## config.mk

```make
export PLATFORM = sky130hd
export DESIGN_NAME = pss_status_upper
export DESIGN_NICKNAME = d
export VERILOG_FILES = /design/src/verilog/pss_pkg.sv /design/src/verilog/pss_flag_latch.sv /design/src/verilog/pss_status_upper.sv
export VERILOG_INCLUDE_DIRS = /design/src /design/src/verilog
export SDC_FILE = /design/constraint.sdc
export NUM_CORES = 1
export LEC_CHECK = 0
export BUFFER_PORTS_ARGS = -buffer_cell sky130_fd_sc_hd__buf_2
export CORE_MARGIN = 1
export CORE_UTILIZATION = 46
export DETAILED_ROUTE_END_ITERATION = 8
export PLACE_DENSITY = 0.74
export SYNTH_ARGS = -nofsm -noshare
export SYNTH_HDL_FRONTEND = slang
export SYNTH_HIERARCHICAL = 1
export SYNTH_SLANG_ARGS = --single-unit
export TNS_END_PERCENT = 20
```

## constraint.sdc

```tcl
create_clock -name clk_sys_i -period 0.93 [get_ports clk_sys_i]
set_clock_uncertainty 0.05 [all_clocks]
set_input_delay 0.093 -clock clk_sys_i [delete_from_list [all_inputs] [get_ports clk_sys_i]]
set_output_delay 0.093 -clock clk_sys_i [all_outputs]
set_load 0.03 [all_outputs]
```

## src/verilog/pss_params.svh

```systemverilog
`ifndef PSS_PARAMS_SVH
`define PSS_PARAMS_SVH

// ============================================================
// Management register addresses
`define PSS_ADDR_BASIC_STATUS     5'h01
`define PSS_ADDR_AUTONEG_EXP      5'h06
`define PSS_ADDR_STATUS_SUMMARY   5'h10
`define PSS_ADDR_INTERRUPT_SOURCE 5'h12
`define PSS_ADDR_FALSE_CARRIER    5'h14
`define PSS_ADDR_RX_ERROR         5'h15
`define PSS_ADDR_TENBASE_T_STATUS 5'h1a

// ============================================================
// Field positions in the status summary word
`define PSS_BIT_RESERVED          15
`define PSS_BIT_CROSSOVER         14
`define PSS_BIT_RX_ERROR          13
`define PSS_BIT_POLARITY          12
`define PSS_BIT_FALSE_CARRIER     11
`define PSS_BIT_SIGNAL_DETECT     10
`define PSS_BIT_DESCRAMBLER_LOCK  9
`define PSS_BIT_PAGE_RECEIVED     8
`define PSS_BIT_INTERRUPT         7
`define PSS_BIT_REMOTE_FAULT      6
`define PSS_BIT_JABBER            5

// ============================================================
// Reset values
`define PSS_RESET_SUMMARY         16'h0000

`endif

```

## src/verilog/pss_pkg.sv

```systemverilog
// ============================================================
// Types
package pss_pkg;

  typedef logic [4:0]  pss_addr_t;
  typedef logic [15:0] pss_word_t;

  typedef enum logic [2:0] {
    PSS_XO_NORMAL = 3'b001,
    PSS_XO_AUTO   = 3'b010,
    PSS_XO_FORCED = 3'b100
  } pss_xo_mode_t;

endpackage

```

## src/verilog/pss_flag_latch.sv

```systemverilog
`timescale 1ns/1ns
`default_nettype none

// ============================================================
// Sticky flag: set wins over clear
module pss_flag_latch (
  // Clock and reset
  input  wire logic clk_sys_i,
  input  wire logic resetn_i,
  // Control
  input  wire logic set_i,
  input  wire logic clear_i,
  // Flag
  output logic      flag_o
);

  always_ff @(posedge clk_sys_i or negedge resetn_i) begin
    if (!resetn_i) begin
      flag_o <= 1'b0;
    end else if (set_i) begin
      flag_o <= 1'b1;
    end else if (clear_i) begin
      flag_o <= 1'b0;
    end
  end

endmodule

`default_nettype wire

```

## src/verilog/pss_status_upper.sv

```systemverilog
`include "pss_params.svh"
`timescale 1ns/1ns
`default_nettype none

module pss_status_upper (
  // Clock and reset
  input  wire logic             clk_sys_i,
  input  wire logic             resetn_i,
  // Management read port
  input  wire logic             mgmt_rd_i,
  input  wire pss_pkg::pss_addr_t mgmt_addr_i,
  // Event sources, one-cycle pulses
  input  wire logic             rx_error_event_i,
  input  wire logic             false_carrier_event_i,
  input  wire logic             polarity_inverted_event_i,
  input  wire logic             page_received_event_i,
  input  wire logic             interrupt_event_i,
  input  wire logic             remote_fault_event_i,
  // Level sources
  input  wire logic             jabber_detect_i,
  input  wire logic             signal_detect_i,
  input  wire logic             descrambler_lock_i,
  // Crossover control and state
  input  wire logic             auto_crossover_enable_i,
  input  wire logic             forced_crossover_i,
  input  wire logic             crossover_swapped_i,
  // Read answer
  output pss_pkg::pss_word_t    rd_data_o,
  output logic                  rd_valid_o,
  // Live view of the summary word
  output pss_pkg::pss_word_t    status_summary_o
);

  // ============================================================
  // Address decode
  function automatic logic read_of(input logic rd, input pss_pkg::pss_addr_t addr,
                                   input pss_pkg::pss_addr_t target);
    read_of = rd && (addr == target);
  endfunction

  function automatic logic latch_low(input logic q, input logic src, input logic rearm);
    latch_low = rearm ? src : (q & src);
  endfunction

  logic rd_summary;
  logic rd_basic_status;
  logic rd_autoneg_exp;
  logic rd_interrupt_source;
  logic rd_false_carrier;
  logic rd_rx_error;
  logic rd_tenbase_t;

  assign rd_summary          = read_of(mgmt_rd_i, mgmt_addr_i, `PSS_ADDR_STATUS_SUMMARY);
  assign rd_basic_status     = read_of(mgmt_rd_i, mgmt_addr_i, `PSS_ADDR_BASIC_STATUS);
  assign rd_autoneg_exp      = read_of(mgmt_rd_i, mgmt_addr_i, `PSS_ADDR_AUTONEG_EXP);
  assign rd_interrupt_source = read_of(mgmt_rd_i, mgmt_addr_i, `PSS_ADDR_INTERRUPT_SOURCE);
  assign rd_false_carrier    = read_of(mgmt_rd_i, mgmt_addr_i, `PSS_ADDR_FALSE_CARRIER);
  assign rd_rx_error         = read_of(mgmt_rd_i, mgmt_addr_i, `PSS_ADDR_RX_ERROR);
  assign rd_tenbase_t        = read_of(mgmt_rd_i, mgmt_addr_i, `PSS_ADDR_TENBASE_T_STATUS);

  // ============================================================
  // Sticky flags cleared by reads of their owning registers
  logic rx_error_flag;
  logic false_carrier_flag;
  logic polarity_flag;
  logic page_received_flag;
  logic interrupt_flag;
  logic remote_fault_flag;

  // Counter read clears receive error latch
  pss_flag_latch u_rx_error (
    .clk_sys_i (clk_sys_i),
    .resetn_i  (resetn_i),
    .set_i     (rx_error_event_i),
    .clear_i   (rd_rx_error),
    .flag_o    (rx_error_flag)
  );

  // Counter read clears false carrier latch
  pss_flag_latch u_false_carrier (
    .clk_sys_i (clk_sys_i),
    .resetn_i  (resetn_i),
    .set_i     (false_carrier_event_i),
    .clear_i   (rd_false_carrier),
    .flag_o    (false_carrier_flag)
  );

  // Polarity copy, summary read leaves it alone
  pss_flag_latch u_polarity (
    .clk_sys_i (clk_sys_i),
    .resetn_i  (resetn_i),
    .set_i     (polarity_inverted_event_i),
    .clear_i   (rd_tenbase_t),
    .flag_o    (polarity_flag)
  );

  // Page received copy, cleared by expansion read
  pss_flag_latch u_page_received (
    .clk_sys_i (clk_sys_i),
    .resetn_i  (resetn_i),
    .set_i     (page_received_event_i),
    .clear_i   (rd_autoneg_exp),
    .flag_o    (page_received_flag)
  );

  // Interrupt pending, cleared by source register read
  pss_flag_latch u_interrupt (
    .clk_sys_i (clk_sys_i),
    .resetn_i  (resetn_i),
    .set_i     (interrupt_event_i),
    .clear_i   (rd_interrupt_source),
    .flag_o    (interrupt_flag)
  );

  // Remote fault, cleared by basic status read or reset
  pss_flag_latch u_remote_fault (
    .clk_sys_i (clk_sys_i),
    .resetn_i  (resetn_i),
    .set_i     (remote_fault_event_i),
    .clear_i   (rd_basic_status),
    .flag_o    (remote_fault_flag)
  );

  // ============================================================
  // Jabber mirror
  logic jabber_flag;

  always_ff @(posedge clk_sys_i or negedge resetn_i) begin
    if (!resetn_i) begin
      jabber_flag <= 1'b0;
    end else begin
      jabber_flag <= jabber_detect_i;
    end
  end

  // ============================================================
  // Latch-low medium indications
  logic signal_detect_ll;
  logic descrambler_lock_ll;

  always_ff @(posedge clk_sys_i or negedge resetn_i) begin
    if (!resetn_i) begin
      signal_detect_ll <= 1'b0;
    end else begin
      signal_detect_ll <= latch_low(signal_detect_ll, signal_detect_i, rd_summary);
    end
  end

  always_ff @(posedge clk_sys_i or negedge resetn_i) begin
    if (!resetn_i) begin
      descrambler_lock_ll <= 1'b0;
    end else begin
      descrambler_lock_ll <= latch_low(descrambler_lock_ll, descrambler_lock_i,
                                       rd_summary);
    end
  end

  // ============================================================
  // Crossover state
  pss_pkg::pss_xo_mode_t xo_mode;
  logic                  crossover_flag;
  logic                  next_crossover_flag;

  always_comb begin
    if (forced_crossover_i) begin
      xo_mode = pss_pkg::PSS_XO_FORCED;
    end else if (auto_crossover_enable_i) begin
      xo_mode = pss_pkg::PSS_XO_AUTO;
    end else begin
      xo_mode = pss_pkg::PSS_XO_NORMAL;
    end
  end

  always_comb begin
    case (xo_mode)
      pss_pkg::PSS_XO_FORCED: begin
        next_crossover_flag = 1'b1;
      end
      pss_pkg::PSS_XO_AUTO: begin
        next_crossover_flag = crossover_swapped_i;
      end
      pss_pkg::PSS_XO_NORMAL: begin
        next_crossover_flag = 1'b0;
      end
      default: begin
        next_crossover_flag = 1'b0;
      end
    endcase
  end

  always_ff @(posedge clk_sys_i or negedge resetn_i) begin
    if (!resetn_i) begin
      crossover_flag <= 1'b0;
    end else begin
      crossover_flag <= next_crossover_flag;
    end
  end

  // ============================================================
  // Summary word assembly
  pss_pkg::pss_word_t summary_word;

  always_comb begin
    summary_word                            = `PSS_RESET_SUMMARY;
    summary_word[`PSS_BIT_RESERVED]         = 1'b0;
    summary_word[`PSS_BIT_CROSSOVER]        = crossover_flag;
    summary_word[`PSS_BIT_RX_ERROR]         = rx_error_flag;
    summary_word[`PSS_BIT_POLARITY]         = polarity_flag;
    summary_word[`PSS_BIT_FALSE_CARRIER]    = false_carrier_flag;
    summary_word[`PSS_BIT_SIGNAL_DETECT]    = signal_detect_ll;
    summary_word[`PSS_BIT_DESCRAMBLER_LOCK] = descrambler_lock_ll;
    summary_word[`PSS_BIT_PAGE_RECEIVED]    = page_received_flag;
    summary_word[`PSS_BIT_INTERRUPT]        = interrupt_flag;
    summary_word[`PSS_BIT_REMOTE_FAULT]     = remote_fault_flag;
    summary_word[`PSS_BIT_JABBER]           = jabber_flag;
  end

  // ============================================================
  // Read answer, value taken before any read side effect
  always_ff @(posedge clk_sys_i or negedge resetn_i) begin
    if (!resetn_i) begin
      rd_data_o <= `PSS_RESET_SUMMARY;
    end else if (rd_summary) begin
      rd_data_o <= summary_word;
    end
  end

  always_ff @(posedge clk_sys_i or negedge resetn_i) begin
    if (!resetn_i) begin
      rd_valid_o <= 1'b0;
    end else begin
      rd_valid_o <= rd_summary;
    end
  end

  always_ff @(posedge clk_sys_i or negedge resetn_i) begin
    if (!resetn_i) begin
      status_summary_o <= `PSS_RESET_SUMMARY;
    end else begin
      status_summary_o <= summary_word;
    end
  end

endmodule

`default_nettype wire
```

# [After elaboration in Yosys (flattened, before gate mapping)]
# Cells that the tools add are included.
[totals] register_bits=31 inputBits=20 wordCells=54
[op_classes] eq_ne=9 muxes=17 n_bitwise=2 n_reduce_logical=13
[ops] cell="$eq A5 B5 Y1 const B" count=5
[ops] cell="$mux W1" count=14
[ops] cell="$reduce_bool A2 Y1" count=6
[ops] cell="$logic_and A1 B1 Y1" count=7
[ops] cell="$eq A5 B1 Y1 const B" count=1
[ops] cell="$eq A5 B3 Y1 const B" count=1
[ops] cell="$eq A3 B2 Y1 const B" count=1
[ops] cell="$eq A3 B3 Y1 const B" count=1
[ops] cell="$mux W3" count=1
[ops] cell="$and A1 B1 Y1" count=2
[ops] cell="$mux W2" count=1
[ops] cell="$pmux W1 S2" count=1

# [Logic depth before layout (Yosys ltp)]
# Gate-level depths: netlist (run 1).
[depth] depth_word=4 ltp_mapped=5 mapped_depth_nobuf=4

# [Modules after synthesis]
# The synthesis (run 1) kept the hierarchy.
[by_module_without_submodules] module="pss_status_upper" instances=1 cells_per_inst=66 area_per_inst_um2=998.5 seq_area_each_um2=625.6
[by_module_without_submodules] module="pss_flag_latch" instances=6 cells_per_inst=3 area_per_inst_um2=36.3 seq_area_each_um2=25.0

# [Worst setup path before layout (run 1)]
# OpenSTA, ideal clock, no wires.
[synth_path] path_type="input-to-reg" from="input port mgmt_addr_i[1]" to="register rd_data_o[11]" t_arrival_ps=1208 t_required_ps=755 path_slack_ps=-453 cell_stages=5 path_buffers=1 path_cell_list="nand2b_4 > or4_4 > clkinv_2 > buf_12 > mux2_4"
[synth_between] elab_chain_cells=2
[synth_rtl] item="start, declared" line_no="pss_status_upper.sv:11" text="input wire pss_pkg::pss_addr_t mgmt_addr_i,"
[synth_rtl] item="$eq A5 B5 Y1" line_no="pss_status_upper.sv:38" text="read_of = rd && (addr == target);"
[synth_rtl] item="$logic_and A1 B1 Y1" line_no="pss_status_upper.sv:38"
[synth_rtl] item="named net rd_summary" line_no="pss_status_upper.sv:45" text="logic rd_summary;"
[synth_rtl] item="end signal, assigned" line_no="pss_status_upper.sv:222" text="rd_data_o <= `PSS_RESET_SUMMARY;"
[synth_rtl] item="end signal, assigned" line_no="pss_status_upper.sv:224" text="rd_data_o <= summary_word;"
[synth_rtl] item="end, declared" line_no="pss_status_upper.sv:28" text="output pss_pkg::pss_word_t rd_data_o,"
# The timed path passes the listed nets, and every way through them passes these cells.
# A chain may end at the register's enable or synchronous reset.

# [Worst setup path after layout (run 1)]
[layout_path] from="input port mgmt_addr_i[1]" to="register rd_data_o[13]"
[layout_between] elab_chain_cells=2
[layout_rtl] item="$eq A5 B5 Y1" line_no="pss_status_upper.sv:38"
[layout_rtl] item="$logic_and A1 B1 Y1" line_no="pss_status_upper.sv:38"
# Every way passes these cells.

==> key figures, run 1 <==
CTS
  – Clock transition at path regs: approximately 0.090 ns
  – Clock net sink count: 31
  – Bufs on Longest Clock Path: 2
  – TritonCTS clock tree: yes
  – Clock buffers created by TritonCTS: 5
  – Clock root buffer: sky130_fd_sc_hd__clkbuf_4
  – Deepest level of the CTS H-tree: 2
  – Insertion delay to the later sink of the worst-skew pair: approximately 0.33 ns

Final layout
  – Fraction of layout instances using a drive strength above 1: between 40% and 50%
  – Signed area change from the synthesized netlist to the final layout: 53.8%
  – Antenna Cells: 0
  – Final Core Density: between 70% and 80%
  – Nets: roughly 180
  – Cell area after layout: 1870 um^2

Floorplanning
  – Width of the die: approximately 53 um
  – Die Span Y: 53.4 um
  – Number of top-level pins: 53
  – Num rows: 18
  – Initial cell density of the core: 49.1%
  – Die area: between 2000 and 3000 um^2
  – Core area: about 2500 um^2

Power and ir drop
  – Power density over the cells: slightly below 2000 nW/um^2
  – Leak pwr: slightly below 0.0009 uW
  – Worst voltage drop across the vdd grid: around 1900 uV
  – Net switching power of the design: 917 uW
  – Sequential group share of total power: between 40% and 50%
  – Clock Power Share: roughly 36%
  – Cell-internal power: between 2000 and 3000 uW
  – Combinational power share: a little over a fifth
  – Fraction of power spent switching nets: approximately a quarter

Route
  – Violation count after the first detailed-route iteration: 11
  – Detailed-route vias per instance: 4.60
  – TritonRoute pass-1 iters: 4
  – Total length of routed wires: about 2500 um
  – Drt wl/cell: 13.4 um
  – DRC violations left: 0
  – Final antenna-violating net count: 0
  – Via count: 855

Run status
  – Run status: complete, but fails checks
  – Failing checks: negative setup slack

Global routing
  – Initial antenna violation count: 0
  – Number of global-route vias before repair: 849
  – Maximum number of pins on one net before global-route repair: 32
  – First-pass GRT wire length: approximately 3800 um
  – Overall global routing resource usage: roughly a fifth
  – GRT Residual Overflow: 0

STA
  – Setup TNS Final: -3.37 ns
  – RSZ-0062 raised after global routing: yes
  – Final-report hold violation count: 0
  – Final count of pins violating max slew: 0
  – Clock period minus final worst setup slack: between 1 and 1.5 ns
  – Final hold slack: between 0.1 and 0.15 ns
  – Final worst path period share: 119%
  – Setup Viol. Count Final: 33
  – Least setup slack across all paths after layout: -0.174 ns
  – Maximum clock frequency: between 0.9 and 1 GHz

Setup path
  – Reg2reg setup slack: -0.05 ns
  – Worst Path Arrival: 1.27 ns
  – R2R cell count: 2
  – Capturing element type of the critical path: flip-flop
  – Critical path fanouts, max: 10
  – Reg2reg start: rd_data_o[11]
  – FF-to-FF End: rd_data_o[11]
  – Critical path class: input port to flip-flop
  – Startpoint types: input port
  – Worst endpoint required time: 1.10 ns

Synth
  – FF+latch count, synth: 31
  – Cell area after synthesis: roughly 1200 um^2
  – Syn_area_per_cell: about 14 um^2
  – Count of unique library cells instantiated by Yosys: 18
  – Synth warn: 6
  – Number of instances in the synthesized netlist: 84
  – Fraction of the yosys area taken by sequential cells: about 64%

Flow run
  – Max-cap violation count: 0

Place
  – Total of buffers placed on input and output ports: 40
  – DP Worst Slack: -0.620 ns
  – Placed wire-length estimate: roughly 1600 um
  – Placer's final routability congestion estimate: 0.654
  – Area post-placement: between 1000 and 1500 um^2

Min path
  – Path category of the worst min-delay check: input port to flip-flop
  – Worst Hold Path Cells: 5
  – Min-Delay Endpoint: u_remote_fault/flag_o
  – Hold path startpoint: mgmt_addr_i[1]
[power by group through the flow]
stage	sequential, uW	clock (uW)	combinational (uW)
after floorplan	1700	0	234
after global placement	1520	0	577
after detailed placement	1530	0	588
after CTS	1520	1330	749
after global routing	1530	1390	821
final	1520	1290	778
[cells in the final DEF (no fill, tap or decap)]
cell type                       instances
sky130_fd_sc_hd__a21o_1                 7
sky130_fd_sc_hd__buf_2                 18
sky130_fd_sc_hd__buf_4                 12
sky130_fd_sc_hd__buf_6                 23
sky130_fd_sc_hd__bufinv_16              2
sky130_fd_sc_hd__clkbuf_1               1
sky130_fd_sc_hd__clkbuf_4               5
sky130_fd_sc_hd__clkinv_8               1
sky130_fd_sc_hd__conb_1                12
sky130_fd_sc_hd__dfrtp_1               31
sky130_fd_sc_hd__dlygate4sd3_1         13
sky130_fd_sc_hd__inv_1                  6
sky130_fd_sc_hd__mux2_2                 2
sky130_fd_sc_hd__mux2_4                 8
sky130_fd_sc_hd__nand2_1                1
sky130_fd_sc_hd__nand2b_1               3
sky130_fd_sc_hd__nand2b_4               1
sky130_fd_sc_hd__nand4b_1               1
sky130_fd_sc_hd__nor3_1                 2
sky130_fd_sc_hd__nor3b_1                1
sky130_fd_sc_hd__nor4_1                 3
sky130_fd_sc_hd__o21a_1                 2
sky130_fd_sc_hd__or4_4                  1
[critical path, cell delays in order]
cell                       delay (ns)
sky130_fd_sc_hd__buf_6           0.10
sky130_fd_sc_hd__nand2b_4        0.13
sky130_fd_sc_hd__or4_4           0.53
sky130_fd_sc_hd__clkinv_8        0.11
sky130_fd_sc_hd__mux2_4          0.30
[synth_stat cells]
library cell / count / share of area, %
sky130_fd_sc_hd__a21o_1: 7 / 4.3
sky130_fd_sc_hd__buf_12: 1 / 1.6
sky130_fd_sc_hd__buf_4: 12 / 7.4
sky130_fd_sc_hd__clkinv_2: 1 / 0.41
sky130_fd_sc_hd__conb_1: 1 / 0.31
sky130_fd_sc_hd__dfrtp_1: 31 / 64
sky130_fd_sc_hd__inv_1: 6 / 1.9
sky130_fd_sc_hd__mux2_2: 3 / 2.8
sky130_fd_sc_hd__mux2_4: 7 / 8.6
sky130_fd_sc_hd__nand2_1: 1 / 0.31
sky130_fd_sc_hd__nand2b_1: 3 / 1.5
sky130_fd_sc_hd__nand2b_4: 1 / 1.1
sky130_fd_sc_hd__nand4b_1: 1 / 0.72
sky130_fd_sc_hd__nor3_1: 2 / 0.82
sky130_fd_sc_hd__nor3b_1: 1 / 0.62
sky130_fd_sc_hd__nor4_1: 3 / 1.5
sky130_fd_sc_hd__o21a_1: 2 / 1.2
sky130_fd_sc_hd__or4_4: 1 / 0.93
[kinds of logic after synthesis]
family / share of synthesized area [%]
buffers and inverters: 11.3
and+or+nand+nor: 7.61
muxes: 11.4
AOI/OAI and AO/OA: 5.56
DFF: 63.8
other: 0.308
[state kept, by name, indices dropped and copies added, names as in the netlist]
name                    cells
jabber_flag                 1
u_remote_fault/flag_o       1
u_page_received/flag_o      1
u_interrupt/flag_o          1
crossover_flag              1
rd_valid_o                  1
u_rx_error/flag_o           1
descrambler_lock_ll         1
u_polarity/flag_o           1
status_summary_o           10
signal_detect_ll            1
u_false_carrier/flag_o      1
rd_data_o                  10
[area by class of cell]
cell class                      instances  area, um^2
Clock buffer                            6        41.3
Clock inverter                          2        60.1
Fill cell                             161         607
Inverter                                7        38.8
Multi-Input combinational cell         44         348
Sequential cell                        31         776
Tap cell                               30        37.5
Timing Repair Buffer                   66         569
[per-layer routing]
layer	vias to the layer above	routed length, um	track usage [%]	share of wire (%)
met5	-	0	0	0
met4	0	63	11.4	2.5
met3	7	142	9.20	5.7
met2	42	1330	32.1	53
met1	408	957	22.1	38
li1	398	-	-	-
[metrics by stage]
step	instances	power, uW
2_1_floorplan	95	1930
3_3_place_gp	163	2100
3_5_place_dp	163	2110
4_1_cts	184	3600
5_1_grt	186	3740
6_report	186	3590
[timing repair]
item	4_1_cts	5_1_grt
gates resized for setup	46	1
endpoints found under the setup margin	33	33
endpoints found under the hold margin	41	0
pin swaps	0	0
buffers inserted	0	2
hold buffers	13	0
[worst max-delay path by stage]
stage | startpoint | end | slack, ns | cells past startpoint
CTS | mgmt_addr_i[1] | rd_data_o[10] | -0.17 | 5
global placement | mgmt_addr_i[1] | rd_data_o[14] | -0.60 | 5
global route | mgmt_addr_i[1] | rd_data_o[13] | -0.17 | 5
floorplan | mgmt_addr_i[1] | rd_data_o[11] | -0.45 | 5
detailed placement | mgmt_addr_i[1] | rd_data_o[14] | -0.62 | 5
finish | mgmt_addr_i[1] | rd_data_o[13] | -0.17 | 5
Note: power is estimated with default switching activity, not from simulation.
==> run 2, diff against run 1 <==
- MAX_ROUTING_LAYER: default -> met4
- SKIP_CTS_REPAIR_TIMING: default -> 1
==> run 2 against run 1 <==
The run still ends with negative setup slack left; largest power group unchanged; highest routed layer unchanged; die area stayed put; largest cell class unchanged; critical endpoint is now rd_data_o[10]; combinational power is 16% lower; sequential cell count stayed put.
==> key figures, run 2 (synthesis gave the netlist of run 1 again) <==
Run status
  – Run status: complete, but fails checks
  – Failing checks: negative setup slack

Power and ir drop
  – Leak pwr: roughly 0.00082 uW
  – Worst voltage drop across the vdd grid: 1810 uV
  – Power density over the cells: 2000 nW/um^2

Setup path
  – Reg2reg setup slack: around 0.06 ns
  – Critical path fanouts, max: 2
  – Critical path class: input port to flip-flop
  – Worst Path Arrival: around 1.3 ns
  – Worst endpoint required time: roughly 1.1 ns
  – Startpoint types: input port
  – Capturing element type of the critical path: flip-flop

Final layout
  – Cell area after layout: ~1700 um^2
  – Fraction of layout instances using a drive strength above 1: between 40% and 50%
  – Antenna Cells: 0
  – Signed area change from the synthesized netlist to the final layout: 42.0%
  – Most frequent standard cell in the layout excluding fill and tap cells: sky130_fd_sc_hd__buf_2
  – Registers with the most flip-flops: rd_data_o: 10 flops, status_summary_o: 10 flops
  – Most used cells in the layout excluding fill and tap cells: sky130_fd_sc_hd__buf_2 (38), sky130_fd_sc_hd__dfrtp_1 (31), sky130_fd_sc_hd__dlygate4sd3_1 (13), sky130_fd_sc_hd__conb_1 (12), sky130_fd_sc_hd__buf_4 (11)
  – Nets: approximately 170

Floorplanning
  – Die Span Y: between 50 and 60 um
  – Die area: between 2000 and 3000 um^2
  – Core area: ~2500 um^2
  – Number of top-level pins: 53
  – Width of the die: approximately 53 um
  – Num rows: 18
  – Initial cell density of the core: roughly half

Global routing
  – Maximum number of pins on one net before global-route repair: 32
  – Overall global routing resource usage: about 18%
  – GRT Residual Overflow: 0
  – Initial antenna violation count: 0
  – Number of global-route vias before repair: roughly 740
  – First-pass GRT wire length: roughly 3300 um

STA
  – Maximum clock frequency: around 0.90 GHz
  – Setup TNS Final: -3.70 ns
  – Clock period minus final worst setup slack: 1.12 ns
  – Final worst path period share: 120%
  – Final-report hold violation count: 0
  – Final count of pins violating max slew: 0
  – Least setup slack across all paths after layout: -0.187 ns
  – Final hold slack: around 0.10 ns
  – RSZ-0062 raised after global routing: yes
  – Setup Viol. Count Final: 33

Route
  – Drt wl/cell: around 13 um
  – TritonRoute pass-1 iters: 5
  – Detailed-route vias per instance: around 4.6
  – Total length of routed wires: roughly 2400 um
  – DRC violations left: 0
  – Via count: 853
  – Violation count after the first detailed-route iteration: 11
  – Final antenna-violating net count: 0

Place
  – Placer's final routability congestion estimate: 0.660
  – Placed wire-length estimate: 1600 um
  – Total of buffers placed on input and output ports: 40
  – Area post-placement: ~1500 um^2

CTS
  – TritonCTS clock tree: yes
  – Clock transition at path regs: about 0.090 ns
  – Bufs on Longest Clock Path: 2
  – Clock buffers created by TritonCTS: 5
  – Clock net sink count: 31
  – Deepest level of the CTS H-tree: 2
  – Insertion delay to the later sink of the worst-skew pair: 0.33 ns
  – Clock root buffer: sky130_fd_sc_hd__clkbuf_4

Flow run
  – Max-cap violation count: 0

Min path
  – Path category of the worst min-delay check: input port to flip-flop
run 2: per-layer routing:
layer | share of wire [%] | global-route usage, % | up-vias | wire, um
met5 | 0 | - | - | 0
met2 | 52 | 28.3 | 44 | 1240
met4 | 3.7 | 10.5 | 0 | 89
li1 | - | - | 393 | -
met3 | 6.3 | 8.91 | 13 | 151
met1 | 38 | 18.5 | 403 | 913
run 2: worst paths after layout:
check / from / endpoint / depth (start not counted)
worst max-delay path: mgmt_addr_i[1] / rd_data_o[10] / 5
worst min-delay path: mgmt_addr_i[1] / u_remote_fault/flag_o / 5
worst max register to register: rd_data_o[11] / rd_data_o[11] / 1
worst min register to register: jabber_flag / status_summary_o[5] / 0
max in group asynchronous: resetn_i / status_summary_o[13] / 3
min in group asynchronous: resetn_i / status_summary_o[5] / 3
run 2: power by group:
part / switching, uW / internal [uW] / total, uW
Combinational: 376 / 277 / 653
Clock: 453 / 839 / 1290
Sequential: 58.5 / 1440 / 1500
Total: 888 / 2560 / 3450
run 2: critical path, stage by stage:
cell	delay [ns]
sky130_fd_sc_hd__buf_6	0.09
sky130_fd_sc_hd__nand2b_4	0.13
sky130_fd_sc_hd__or4_4	0.53
sky130_fd_sc_hd__buf_4	0.17
sky130_fd_sc_hd__mux2_2	0.27
run 2: through the flow:
stage / utilization, % / std cells / worst slack, ns / total power [uW]
2_1_floorplan: - / 95 / -0.453 / 1930
3_5_place_dp: 59.2 / 163 / -0.620 / 2110
3_3_place_gp: 59.2 / 163 / -0.596 / 2100
4_1_cts: 63.3 / 171 / -0.256 / 3420
6_report: 69.7 / 184 / -0.187 / 3450
5_1_grt: 69.7 / 184 / -0.182 / 3600
run 2: layout make-up:
type	count	area (um^2)
sequential	31	776
timing repair buffer	64	425
inverter	7	38.8
clock inverter	2	60.1
multi-input combinational	44	348
clock buffer	6	41.3
tap	30	37.5
fill	186	751
==> run 3, diff against run 2 <==
--- a/config.mk
+++ b/config.mk
@@ -9,7 +9,9 @@
 export BUFFER_PORTS_ARGS = -buffer_cell sky130_fd_sc_hd__buf_2
+export CELL_PAD_IN_SITES_DETAIL_PLACEMENT = 2
+export CELL_PAD_IN_SITES_GLOBAL_PLACEMENT = 2
 export CORE_MARGIN = 1
-export CORE_UTILIZATION = 46
+export CORE_UTILIZATION = 29
 export DETAILED_ROUTE_END_ITERATION = 8
 export MAX_ROUTING_LAYER = met4
-export PLACE_DENSITY = 0.74
+export PLACE_DENSITY = 0.73
 export SKIP_CTS_REPAIR_TIMING = 1
==> constraint.sdc (replaced) <==
create_clock -name clk_sys_i -period 0.93 [get_ports clk_sys_i]
set_clock_uncertainty 0.05 [all_clocks]
set_input_delay 0.186 -clock clk_sys_i [delete_from_list [all_inputs] [get_ports clk_sys_i]]
set_output_delay 0.186 -clock clk_sys_i [all_outputs]
set_load 0.03 [all_outputs]
==> run 3 against run 2 <==
The run still ends with negative setup slack left; largest cell class unchanged; sequential power about the same; wire length is 8.7% higher; core utilization decreased by 28 points; critical path type unchanged; die area up 56%; worst setup slack got worse by 0.16 ns; total power grew 0.43%; clock power grew 4%; critical endpoint unchanged; non-clock buffer count shrank 12; count of clock-buffer cells in the layout did not move; register-to-register slack better by 0.02 ns; final area down 2.5%.
==> key figures, run 3 (synthesis gave the netlist of run 1 again) <==
Final layout
  – Signed area change from the synthesized netlist to the final layout: 38.4%
  – Fraction of layout instances using a drive strength above 1: a little over half
  – Registers with the most flip-flops: rd_data_o: 10 flops, status_summary_o: 10 flops
  – Post-Layout Cell Count: ~190
  – Final Core Density: 42.1%
  – Cell area after layout: 1680 um^2
  – Most frequent standard cell in the layout excluding fill and tap cells: sky130_fd_sc_hd__buf_2
  – Number of filler cells placed in the layout: between 400 and 500
  – Antenna Cells: 0
  – Nets: 161
  – Most used cells in the layout excluding fill and tap cells: sky130_fd_sc_hd__buf_2 (39), sky130_fd_sc_hd__dfrtp_1 (31), sky130_fd_sc_hd__conb_1 (12), sky130_fd_sc_hd__mux2_4 (8), sky130_fd_sc_hd__buf_4 (8)

Setup path
  – Startpoint types: input port
  – Critical path class: input port to flip-flop
  – Worst Path Arrival: approximately 1.4 ns
  – FF-to-FF End: rd_data_o[10]
  – Reg2reg start: signal_detect_ll
  – Capturing element type of the critical path: flip-flop
  – Critical path fanouts, max: 2
  – Worst endpoint required time: around 1.0 ns
  – Reg2reg setup slack: approximately 0.08 ns
  – R2R cell count: 1

Place
  – Total of buffers placed on input and output ports: 40
  – Placed wire-length estimate: approximately 2000 um
  – Placer's final routability congestion estimate: 0.686
  – Placed cells: 182
  – Area post-placement: roughly 1500 um^2

Power and ir drop
  – Power density over the cells: 2060 nW/um^2
  – Worst voltage drop across the vdd grid: 819 uV
  – Leak pwr: between 0.0007 and 0.0008 uW

Min path
  – Hold path startpoint: rx_error_event_i
  – Worst Hold Path Cells: 2
  – Min-Delay Endpoint: u_rx_error/flag_o
  – Path category of the worst min-delay check: input port to flip-flop

Floorplanning
  – Initial cell density of the core: 30.4%
  – Width of the die: around 67 um
  – Die Span Y: 66.8 um
  – Number of top-level pins: 53
  – Core area: roughly 4000 um^2
  – Die area: 4460 um^2
  – Num rows: 23

STA
  – Final count of pins violating max slew: 0
  – Final-report hold violation count: 0
  – Least setup slack across all paths after layout: -0.344 ns
  – Setup Viol. Count Final: 34
  – Final worst path period share: 137%
  – RSZ-0062 raised after global routing: yes
  – Final hold slack: ~0.035 ns
  – Maximum clock frequency: roughly 0.78 GHz
  – Setup TNS Final: -6.10 ns
  – Clock period minus final worst setup slack: 1.27 ns

CTS
  – TritonCTS clock tree: yes
  – Clock transition at path regs: ~0.060 ns
  – Bufs on Longest Clock Path: 2
  – Clock buffers created by TritonCTS: 5
  – Clock root buffer: sky130_fd_sc_hd__clkbuf_8
  – Deepest level of the CTS H-tree: 2
  – Insertion delay to the later sink of the worst-skew pair: between 0.2 and 0.3 ns
  – Clock net sink count: 31

Global routing
  – Overall global routing resource usage: 13.3%
  – Maximum number of pins on one net before global-route repair: 20
  – Number of global-route vias before repair: 868
  – GRT Residual Overflow: 0
  – First-pass GRT wire length: about 4100 um
  – Initial antenna violation count: 0

Route
  – Total length of routed wires: around 2600 um
  – TritonRoute pass-1 iters: 3
  – Via count: roughly 800
  – Final antenna-violating net count: 0
  – DRC violations left: 0
  – Violation count after the first detailed-route iteration: 48
  – Drt wl/cell: about 14 um
  – Detailed-route vias per instance: between 4 and 5

Run status
  – Run status: complete, but fails checks
  – Failing checks: negative setup slack

Flow run
  – Max-cap violation count: 0
run 3: cell count changes in the layout (fill, tap and decap cells not counted), sizes merged:
cell and delta:
buf -1, bufinv -1, clkinv +1, dlygate4sd3 -11
run 3: per-stage QoR:
step	power [uW]	setup slack, ns
detailed placement	2130	-0.715
CTS	3500	-0.415
floorplan	1930	-0.546
global placement	2110	-0.699
finish	3460	-0.344
global route	3620	-0.350
run 3: worst max-delay path: stages:
cell and delay (ns):
sky130_fd_sc_hd__buf_6 0.09, sky130_fd_sc_hd__nand2b_4 0.13, sky130_fd_sc_hd__or4_4 0.53, sky130_fd_sc_hd__buf_4 0.18, sky130_fd_sc_hd__mux2_2 0.28
run 3: layer usage:
| layer | part of all wire [%] | vias to the layer above | global-route usage, % |
|---|---|---|---|
| li1 | - | 367 | - |
| met1 | 41 | 391 | 13.5 |
| met2 | 52 | 42 | 22.7 |
| met3 | 7.0 | 2 | 5.65 |
| met4 | 0.69 | 0 | 4.79 |
| met5 | 0 | - | - |
run 3: where the power goes:
part	switching [uW]	internal, uW
registers	58.2	1450
logic	375	239
clock network	477	866
run 3: layout make-up:
cell class	instances	area (um^2)	area share (%)
tap	50	62.6	3.72
multi-input combinational	44	370	22.0
sequential	31	776	46.1
timing repair buffer	52	318	18.9
inverter	7	38.8	2.30
clock buffer	6	82.6	4.91
clock inverter	2	35.0	2.08
run 3: worst max-delay path by stage:
stage                              start       endpoint  depth (start not counted)
final                     mgmt_addr_i[1]  rd_data_o[10]                          5
after global routing      mgmt_addr_i[1]  rd_data_o[10]                          5
after CTS                 mgmt_addr_i[1]  rd_data_o[14]                          5
after detailed placement  mgmt_addr_i[1]  rd_data_o[14]                          5
after global placement    mgmt_addr_i[1]  rd_data_o[14]                          5
after floorplan           mgmt_addr_i[1]  rd_data_o[11]                          5
